## src/core/bmm_pkg.sv

```systemverilog
// package: constants and types for the boot memory map control block
package bmm_pkg;

	// memory map figures
	localparam logic [15:0] ROM_BASE_LO = 16'h0000;
	localparam logic [15:0] ROM_LAST_LO = 16'h17FF;
	localparam logic [15:0] ROM_BASE_HI = 16'h8000;
	localparam logic [15:0] ROM_LAST_HI = 16'h97FF;
	localparam logic [15:0] RAM_BASE = 16'h0000;
	localparam logic [15:0] RAM_LAST = 16'h1FFF;
	localparam logic [15:0] MMR_BASE = 16'hFD80;
	localparam logic [15:0] MMR_LAST = 16'hFFFF;
	localparam logic [15:0] RESET_FETCH_ADDR = 16'h0000;
	localparam int ROM_DEPTH = 6144;
	localparam int RAM_DEPTH = 8192;

	// avalon register map, byte addresses
	localparam logic [7:0] REG_CTRL = 8'h00;
	localparam logic [7:0] REG_STATUS = 8'h04;
	localparam logic [7:0] REG_PORT_OUT = 8'h08;
	localparam logic [7:0] REG_PORT_IN = 8'h0C;
	localparam logic [7:0] REG_FAULT = 8'h10;

	// control and status register fields
	localparam int CTRL_MAP_MODE_BIT = 0;
	localparam int CTRL_HOST_CONNECT_BIT = 1;
	localparam int STAT_CLK_SEL_LSB = 0;
	localparam int STAT_MAP_MODE_BIT = 2;
	localparam int STAT_HOST_CONNECT_BIT = 3;
	localparam int STAT_BOOT_STATE_LSB = 4;

	// reset values
	localparam logic RST_MAP_MODE = 1'b0;
	localparam logic RST_HOST_CONNECT = 1'b0;
	localparam logic [7:0] RST_PORT_OUT = 8'hFF;

	// open-drain high drive time
	localparam int CLK_MHZ = 250;
	localparam int OD_HIGH_CYCLES = 2;

	// clock source selections from the two select pins
	typedef enum logic [1:0] {
		BMM_CLK_EXT48 = 2'b00,
		BMM_CLK_TEST_A = 2'b01,
		BMM_CLK_TEST_B = 2'b10,
		BMM_CLK_XTAL12 = 2'b11
	} bmm_clk_src_e;

	// boot sequence progress as seen by the block
	typedef enum logic [1:0] {
		BMM_BOOT_LOAD,
		BMM_BOOT_MAPPED,
		BMM_BOOT_CONNECTED
	} bmm_boot_e;

	// processor bus request
	typedef struct packed {
		logic valid;
		logic code_space;
		logic write;
		logic [15:0] addr;
		logic [7:0] wdata;
	} bmm_req_s;

	// decoded target of a processor access
	typedef struct packed {
		logic rom;
		logic ram;
		logic mapped_register_space;
		logic blocked;
		logic [15:0] offset;
	} bmm_sel_s;

	// address range test
	function automatic logic bmm_in_range(input logic [15:0] a, input logic [15:0] lo,
		input logic [15:0] hi);
		bmm_in_range = (a >= lo) && (a <= hi);
	endfunction : bmm_in_range

endpackage : bmm_pkg

```

## src/core/bmm_ctrl.sv

```systemverilog
// boot memory map control: decode, map-mode and connect bits, registers
// Functional notes
// [RQ1] reset clears map-mode and host-connect bits
// [RQ2] boot mode: rom at 0000 and 8000
// [RQ3] boot mode: ram read/write in data 0000-1FFF
// [RQ4] data FD80-FFFF always mapped register space
// [RQ5] normal mode: rom 8000, ram code 0000
// [RQ6] first fetch at 0000 from rom
// [RQ7] firmware loads eeprom or usb into ram
// [RQ8] setting map-mode switches to normal map
// [RQ9] host-connect set only after map switch
// [RQ10] port high driven two cycles, then released
// [RQ11] select pins pick 48 MHz or crystal
// [RQ12] map-mode cannot be cleared by write
// [RQ13] code-space writes blocked in normal mode
//
// Local design decisions: the placing of the registers and the Avalon-MM register port.
module bmm_ctrl #(
	parameter int PORT_WIDTH = 8,
	parameter int OD_CYCLES = bmm_pkg::OD_HIGH_CYCLES
) (
	input wire logic clk,
	input wire logic rst,
	input wire logic ce,
	// avalon-mm slave
	input wire logic [7:0] avs_address,
	input wire logic avs_read,
	input wire logic avs_write,
	input wire logic [31:0] avs_writedata,
	input wire logic [3:0] avs_byteenable,
	output logic [31:0] avs_readdata,
	output logic avs_waitrequest,
	// processor side
	input wire bmm_pkg::bmm_req_s cpu_req,
	output bmm_pkg::bmm_sel_s cpu_sel,
	output logic [15:0] reset_fetch_addr,
	// pins
	input wire logic clock_select_a,
	input wire logic clock_select_b,
	output bmm_pkg::bmm_clk_src_e clk_src,
	output logic clk_reserved,
	output logic host_connect,
	input wire logic [PORT_WIDTH-1:0] port_i,
	output logic [PORT_WIDTH-1:0] port_o,
	output logic [PORT_WIDTH-1:0] port_oe
);
	import bmm_pkg::*;

	// =====================================================
	// control state
	logic map_mode_q, map_mode_d;
	logic host_connect_q, host_connect_d;
	logic [PORT_WIDTH-1:0] port_out_q, port_out_d;
	logic blocked_wr_q, blocked_wr_d;
	logic conn_refused_q, conn_refused_d;
	bmm_boot_e boot_q, boot_d;
	logic ack_q, ack_d;
	logic [31:0] rdata_q, rdata_d;
	logic [PORT_WIDTH-1:0] port_in_q;
	logic [1:0] clk_sel_q;
	bmm_sel_s sel;

	logic wr_ctrl, wr_port, wr_fault, busy;
	assign busy = avs_read | avs_write;
	// writes land at the edge where waitrequest is seen low
	assign wr_ctrl = avs_write && ack_q && avs_address == REG_CTRL && avs_byteenable[0];
	assign wr_port = avs_write && ack_q && avs_address == REG_PORT_OUT && avs_byteenable[0];
	assign wr_fault = avs_write && ack_q && avs_address == REG_FAULT && avs_byteenable[0];

	// =====================================================
	// address decode
	always_comb begin
		sel = '0;
		sel.offset = cpu_req.addr;
		if (cpu_req.valid) begin
			if (cpu_req.code_space) begin
				if (!map_mode_q) begin
					if (bmm_in_range(cpu_req.addr, ROM_BASE_LO, ROM_LAST_LO)) begin
						sel.rom = 1'b1; // RQ2
						sel.offset = cpu_req.addr - ROM_BASE_LO;
					end else if (bmm_in_range(cpu_req.addr, ROM_BASE_HI, ROM_LAST_HI)) begin
						sel.rom = 1'b1; // RQ2
						sel.offset = cpu_req.addr - ROM_BASE_HI;
					end
				end else begin
					if (bmm_in_range(cpu_req.addr, ROM_BASE_HI, ROM_LAST_HI)) begin
						sel.rom = 1'b1; // RQ5
						sel.offset = cpu_req.addr - ROM_BASE_HI;
					end else if (bmm_in_range(cpu_req.addr, RAM_BASE, RAM_LAST)) begin
						sel.ram = 1'b1; // RQ5
						sel.offset = cpu_req.addr - RAM_BASE;
					end
				end
				if (cpu_req.write) begin
					// no code-space writes reach memory in either mode
					sel.blocked = map_mode_q; // RQ13
					sel.rom = 1'b0;
					sel.ram = 1'b0;
				end
			end else begin
				if (bmm_in_range(cpu_req.addr, MMR_BASE, MMR_LAST)) begin
					sel.mapped_register_space = 1'b1; // RQ4
					sel.offset = cpu_req.addr - MMR_BASE;
				end else if (!map_mode_q && bmm_in_range(cpu_req.addr, RAM_BASE, RAM_LAST)) begin
					sel.ram = 1'b1; // RQ3
					sel.offset = cpu_req.addr - RAM_BASE;
				end
			end
		end
	end

	assign cpu_sel = sel;
	assign reset_fetch_addr = RESET_FETCH_ADDR; // RQ6

	// =====================================================
	// register next values
	always_comb begin
		map_mode_d = map_mode_q;
		host_connect_d = host_connect_q;
		port_out_d = port_out_q;
		blocked_wr_d = blocked_wr_q;
		conn_refused_d = conn_refused_q;
		boot_d = boot_q;
		ack_d = busy && !ack_q;
		rdata_d = rdata_q;
		if (wr_ctrl) begin
			// map-mode only sets; a written zero is ignored
			if (avs_writedata[CTRL_MAP_MODE_BIT]) begin
				map_mode_d = 1'b1; // RQ12 RQ8
			end
			// connect honoured only once the map is switched
			if (map_mode_q) begin
				host_connect_d = avs_writedata[CTRL_HOST_CONNECT_BIT]; // RQ9
			end else if (avs_writedata[CTRL_HOST_CONNECT_BIT]) begin
				conn_refused_d = 1'b1; // RQ9
			end
		end
		if (wr_port) begin
			port_out_d = avs_writedata[PORT_WIDTH-1:0];
		end
		// set wins over clear
		if (wr_fault) begin
			blocked_wr_d = blocked_wr_q & ~avs_writedata[0];
			conn_refused_d = conn_refused_q & ~avs_writedata[1];
		end
		if (sel.blocked) begin
			blocked_wr_d = 1'b1; // RQ13
		end
		if (wr_ctrl && !map_mode_q && avs_writedata[CTRL_HOST_CONNECT_BIT]) begin
			conn_refused_d = 1'b1;
		end
		case (boot_q)
			BMM_BOOT_LOAD: if (map_mode_q) boot_d = BMM_BOOT_MAPPED; // RQ7
			BMM_BOOT_MAPPED: if (host_connect_q) boot_d = BMM_BOOT_CONNECTED;
			BMM_BOOT_CONNECTED: if (!host_connect_q) boot_d = BMM_BOOT_MAPPED;
			default: boot_d = BMM_BOOT_LOAD;
		endcase
		if (avs_read && !ack_q) begin
			case (avs_address)
				REG_CTRL: begin
					rdata_d = '0;
					rdata_d[CTRL_MAP_MODE_BIT] = map_mode_q;
					rdata_d[CTRL_HOST_CONNECT_BIT] = host_connect_q;
				end
				REG_STATUS: begin
					rdata_d = '0;
					rdata_d[STAT_CLK_SEL_LSB +: 2] = clk_sel_q;
					rdata_d[STAT_MAP_MODE_BIT] = map_mode_q;
					rdata_d[STAT_HOST_CONNECT_BIT] = host_connect_q;
					rdata_d[STAT_BOOT_STATE_LSB +: 2] = boot_q;
				end
				REG_PORT_OUT: rdata_d = 32'(port_out_q);
				REG_PORT_IN: rdata_d = 32'(port_in_q);
				REG_FAULT: rdata_d = {30'h0000_0000, conn_refused_q, blocked_wr_q};
				default: rdata_d = 32'h0000_0000;
			endcase
		end
	end

	always_ff @(posedge clk) begin
		if (rst) begin
			map_mode_q <= RST_MAP_MODE; // RQ1
			host_connect_q <= RST_HOST_CONNECT; // RQ1
			port_out_q <= PORT_WIDTH'(RST_PORT_OUT);
			blocked_wr_q <= 1'b0;
			conn_refused_q <= 1'b0;
			boot_q <= BMM_BOOT_LOAD;
			ack_q <= 1'b0;
			rdata_q <= 32'h0000_0000;
		end else if (ce) begin
			map_mode_q <= map_mode_d;
			host_connect_q <= host_connect_d;
			port_out_q <= port_out_d;
			blocked_wr_q <= blocked_wr_d;
			conn_refused_q <= conn_refused_d;
			boot_q <= boot_d;
			ack_q <= ack_d;
			rdata_q <= rdata_d;
		end
	end

	// =====================================================
	// pin sampling and clock select
	always_ff @(posedge clk) begin
		if (rst) begin
			port_in_q <= '0;
			clk_sel_q <= 2'b11;
		end else if (ce) begin
			port_in_q <= port_i;
			clk_sel_q <= {clock_select_a, clock_select_b};
		end
	end

	assign clk_src = bmm_clk_src_e'(clk_sel_q); // RQ11
	assign clk_reserved = clk_sel_q[1] ^ clk_sel_q[0]; // RQ11
	assign host_connect = host_connect_q;
	assign avs_readdata = rdata_q;
	assign avs_waitrequest = busy && !ack_q;

	// =====================================================
	// general-purpose port
	bmm_od_port #(
		.WIDTH(PORT_WIDTH),
		.HIGH_CYCLES(OD_CYCLES)
	) u_port (
		.clk(clk),
		.rst(rst),
		.ce(ce),
		.out_val(port_out_q),
		.pin_o(port_o),
		.pin_oe(port_oe)
	);

endmodule : bmm_ctrl

```

## src/core/bmm_od_port.sv

```systemverilog
// open-drain output driver for one general-purpose port
module bmm_od_port #(
	parameter int WIDTH = 8,
	parameter int HIGH_CYCLES = bmm_pkg::OD_HIGH_CYCLES
) (
	input wire logic clk,
	input wire logic rst,
	input wire logic ce,
	input wire logic [WIDTH-1:0] out_val,
	output logic [WIDTH-1:0] pin_o,
	output logic [WIDTH-1:0] pin_oe
);
	import bmm_pkg::*;

	localparam int CW = $clog2(HIGH_CYCLES + 1);
	localparam logic [CW-1:0] HIGH_LAST = CW'(HIGH_CYCLES);

	logic [WIDTH-1:0] prev_q, prev_d;
	logic [CW-1:0] cnt_q [WIDTH], cnt_d [WIDTH];
	logic [WIDTH-1:0] o_q, o_d, oe_q, oe_d;

	// =====================================================
	// per-bit drive timing
	always_comb begin
		prev_d = out_val;
		for (int i = 0; i < WIDTH; i++) begin
			cnt_d[i] = cnt_q[i];
			o_d[i] = out_val[i];
			oe_d[i] = 1'b0;
			if (!out_val[i]) begin
				oe_d[i] = 1'b1; // RQ10
				cnt_d[i] = '0;
			end else if (!prev_q[i]) begin
				cnt_d[i] = CW'(1); // RQ10
				oe_d[i] = 1'b1;
			end else if (cnt_q[i] != '0 && cnt_q[i] < HIGH_LAST) begin
				cnt_d[i] = cnt_q[i] + CW'(1);
				oe_d[i] = 1'b1;
			end else begin
				cnt_d[i] = '0; // RQ10
			end
		end
	end

	always_ff @(posedge clk) begin
		if (rst) begin
			prev_q <= '1;
			o_q <= '1;
			oe_q <= '0;
			for (int i = 0; i < WIDTH; i++) cnt_q[i] <= '0;
		end else if (ce) begin
			prev_q <= prev_d;
			o_q <= o_d;
			oe_q <= oe_d;
			for (int i = 0; i < WIDTH; i++) cnt_q[i] <= cnt_d[i];
		end
	end

	assign pin_o = o_q;
	assign pin_oe = oe_q;

endmodule : bmm_od_port

```

## config.mk

```make
export PLATFORM = sky130hd
export DESIGN_NAME = bmm_ctrl
export DESIGN_NICKNAME = d
export VERILOG_FILES = /design/src/core/bmm_pkg.sv /design/src/core/bmm_ctrl.sv /design/src/core/bmm_od_port.sv
export SDC_FILE = /design/constraint.sdc
export NUM_CORES = 1
export LEC_CHECK = 0
export ABC_CLOCK_PERIOD_IN_PS = 2740
export BUFFER_PORTS_ARGS = -buffer_cell sky130_fd_sc_hd__clkbuf_2
export CAP_MARGIN = 20
export CORE_MARGIN = 2
export CORE_UTILIZATION = 40
export DETAILED_ROUTE_END_ITERATION = 16
export GPL_ROUTABILITY_DRIVEN = 1
export PLACE_DENSITY = 0.8
export SKIP_LAST_GASP = 1
export SLEW_MARGIN = 25
export SYNTH_ARGS = -nofsm -noshare
export SYNTH_HDL_FRONTEND = slang
export SYNTH_SLANG_ARGS = --single-unit
```

## constraint.sdc

```tcl
create_clock -name clk -period 2.74 [get_ports clk]
set_input_delay 0 -clock clk [delete_from_list [all_inputs] [get_ports clk]]
set_output_delay 0 -clock clk [all_outputs]
set_load 0.05 [all_outputs]
```

==> impl_metrics.py <==
metrics = {
    "outcome": {
        "status": "finished clean",
    },
    "logic_synthesis": {
        "synth_edf_count": 16,
        "yosysWarnings": 0,
        "syn_inst": 378,
        "ys_top_cells_by_area": "dfxtp_1 (27%), edfxtp_1 (13%), buf_4 (9.9%)",
        "ys_seq_area_share_pct": 40.8,
        "yosysTopAreaCell": "dfxtp_1",
        "yosysTopAreaCellShare_pct": 27.4,
        "synth_seq_cells": 65,
        "async_flop_share_pct": 0,
        "syn_area_per_cell_um2": 9.47,
        "ys_types": 53,
        "synth_ff_type": "dfxtp_1",
        "netlist_area_um2": 3580,
    },
    "global_route": {
        "grt_start_max_net_pins": 45,
        "antenna_found_initial": 0,
        "grt_use_total_pct": 16.5,
        "grt_pass1_vias": 2721,
        "grt_overflow_total": 0,
        "grt_pass1_wl_um": 12900,
    },
    "layout": {
        "finalInstanceArea_um2": 4260,
        "nets": 568,
        "drive_gt1_share_pct": 24.5,
        "fin_cells": 585,
        "num-fill-cells": 815,
        "final_util_pct": 49.1,
        "antennaDiodeCount": 0,
        "final-seq-area_um2": 1460,
        "syn_to_final_growth_pct": 19.1,
        "multi_input_area_um2": 1750,
    },
    "setup_path": {
        "max_stage_delay_ns": 0.50,
        "startpoint_type": "flip-flop",
        "cp_cell_sequence": "nand3b_1 -> nor4_4 -> a22oi_1 -> nor2_1",
        "reg2reg_depth": 4,
        "crit_fanout": 13,
        "worstSetupPathType": "flip-flop to flip-flop",
        "worstSetupEndpointType": "flip-flop",
        "cp.arrival_ns": 1.90,
        "required_ns": 3.02,
        "critPathSlowestCell": "nand3b_1",
    },
    "route": {
        "drc": 0,
        "first_pass_iters": 4,
        "antenna_left": 0,
        "vias_per_cell": 5.01,
        "vias": 2928,
        "wl_um": 7940,
        "wl_per_cell_um": 13.6,
        "drt_iter0_drc": 91,
    },
    "power": {
        "ir_drop_mv": 0.345,
        "power_density_nw_per_um2": 547,
        "combPwrFrac_pct": 21.4,
        "leakagePower_nw": 1.88,
        "power_mw": 2.33,
        "p_switching_mw": 0.754,
        "p_int_mw": 1.57,
        "pwr-share-clk_pct": 33.4,
        "p_seq_share_pct": 45.1,
        "swShare_pct": 32.4,
    },
    "placement": {
        "placed_area_um2": 3870,
        "dp_hpwl_um": 5880,
        "io_buffers": 85,
        "gp_congestion": 0.835,
        "dp_slack_ns": 1.16,
        "place_inst": 549,
    },
    "clock_tree": {
        "clk_pin_slew_worst_paths_ns": 0.07,
        "cts.path.max_buffers": 2,
        "clkSinkCount": 65,
        "h-tree-depth": 3,
        "cts_setup_buffers": 0,
        "cts_tree": "done",
        "clk_latency_ns": 0.34,
        "numCtsBuffers": 9,
        "cts_root_buffer": "clkbuf_8",
    },
    "floorplan": {
        "dieArea_um2": 9720,
        "core_um2": 8680,
        "ios": 175,
        "rows": 34,
        "initial_utilization_pct": 41.2,
        "die-width_um": 98.6,
        "die-height_um": 98.6,
    },
    "run": {
        "drv_cap": 0,
    },
    "sta": {
        "fmax_mhz": 616,
        "setup_viol_count_final": 0,
        "fin_crit_ns": 1.62,
        "skew_ns": 0.00822,
        "finalCritPeriodShare_pct": 59.2,
        "tns_ns": 0,
        "whs_ns": 0.0000220,
        "hold_viol": 0,
        "tightest_slew_ns": 0.722,
        "worst_slack_ns": 1.12,
        "grt_setup_unrepaired": "false",
        "maxSlewHeadroom_pct": 51.8,
        "drv_slew": 0,
    },
    "min_path": {
        "holdPathStages": 0,
        "hold_path_class": "input port to output pin",
    },
}
-- placed cells by master (no fill, tap or decap), drive strengths merged, types with 3 or more instances in the layout --
| cell | count |
|---|---|
| nand2b | 10 |
| clkbuf | 95 |
| a211o | 18 |
| clkinv | 3 |
| edfxtp | 16 |
| a22o | 4 |
| nor2b | 14 |
| nor3 | 11 |
| nand3b | 3 |
| mux2i | 13 |
| a21oi | 15 |
| conb | 40 |
| inv | 24 |
| o21ai | 14 |
| ha | 10 |
| nor2 | 41 |
| dfxtp | 49 |
| mux2 | 4 |
| nand4b | 9 |
| nand2 | 17 |
| nor4 | 4 |
| dlygate4sd3 | 20 |
| nand4 | 5 |
| a22oi | 4 |
-- area by class of cell --
class,count,area share [%]
multi-input cells,265,41.0
flip-flops and latches,65,34.3
repair buffers,107,15.0
well taps,108,3.17
clock buffers,10,3.00
inverters,24,2.11
clock inverters,6,1.38
-- layer usage --
layer	GRT usage, %	up-vias	wire length [um]	share of wire [%]
li1	-	1431	-	-
met1	18.7	1385	3220	41
met2	29.8	101	4110	52
met3	5.53	11	502	6.3
met4	4.21	0	109	1.4
met5	0	-	0	0
-- registers in the layout, summed over array words and instances (netlist names) --
name / flops
host_connect: 1
avs_readdata: 8
conn_refused_q: 1
port_out_q: 8
clk_src: 2
map_mode_q: 1
u_port.cnt_q: 16
u_port.prev_q: 8
ack_q: 1
u_port.pin_oe: 8
port_in_q: 8
blocked_wr_q: 1
boot_q: 2
-- synth_stat cells, types with 3 or more instances --
master	n
a211o_1	18
dfxtp_1	49
nor3_1	9
nand4b_1	9
inv_1	24
buf_2	5
buf_4	47
nor2_1	41
a22o_1	4
nand2b_1	10
nand4_1	4
nand3b_1	3
mux2i_1	13
edfxtp_1	16
a22oi_1	4
ha_1	10
a21oi_1	15
o21ai_0	12
nand2_1	17
clkbuf_1	8
mux2_2	4
nor2b_1	14
-- logic make-up (layout without fill, tap and decap cells) --
| group | Yosys count | in the layout | synth area share, % |
|---|---|---|---|
| AO/OA/AOI/OAI | 66 | 66 | 13.0 |
| AND/OR/NAND/NOR | 127 | 127 | 21.3 |
| other | 1 | 40 | 0.105 |
| flip-flops | 65 | 65 | 40.8 |
| XOR/XNOR | 3 | 3 | 0.734 |
| multiplexers | 19 | 19 | 6.15 |
| buffers and inverters | 87 | 147 | 14.4 |
| adder cells (fa/ha/maj) | 10 | 10 | 3.50 |
-- critical path: cells and delay by family, from the launching register on --
family,cells,cell delay (ns)
flops,1,0.34
compound gates,1,0.12
simple gates,3,1.10
-- power by group through the flow --
| stage | Sequential [mW] | Clock [mW] | Combinational [mW] |
|---|---|---|---|
| 3_3_place_gp | 1.07 | 0 | 0.468 |
| 6_report | 1.05 | 0.779 | 0.499 |
| 3_5_place_dp | 1.07 | 0 | 0.476 |
| 2_1_floorplan | 1.13 | 0 | 0.380 |
| 4_1_cts | 1.05 | 0.792 | 0.499 |
| 5_1_grt | 1.06 | 0.837 | 0.535 |
-- final timing paths --
| kind | from | slack [ns] | endpoint |
|---|---|---|---|
| setup / recovery | ack_q | 1.12 | avs_readdata[4] |
| hold / removal | cpu_req[13] | 0.00002 | cpu_sel[5] |
| setup reg to reg | ack_q | 1.12 | avs_readdata[4] |
| hold reg to reg | port_in_q[2] | 0.50 | port_in_q[2] |
-- what timing repair did --
action	4_1_cts	5_1_grt
resized for setup	0	0
endpoints found under the hold margin	19	0
hold buffers	20	0
endpoints found under the setup margin	0	0
No activity file was read; power rests on OpenSTA's default activity.
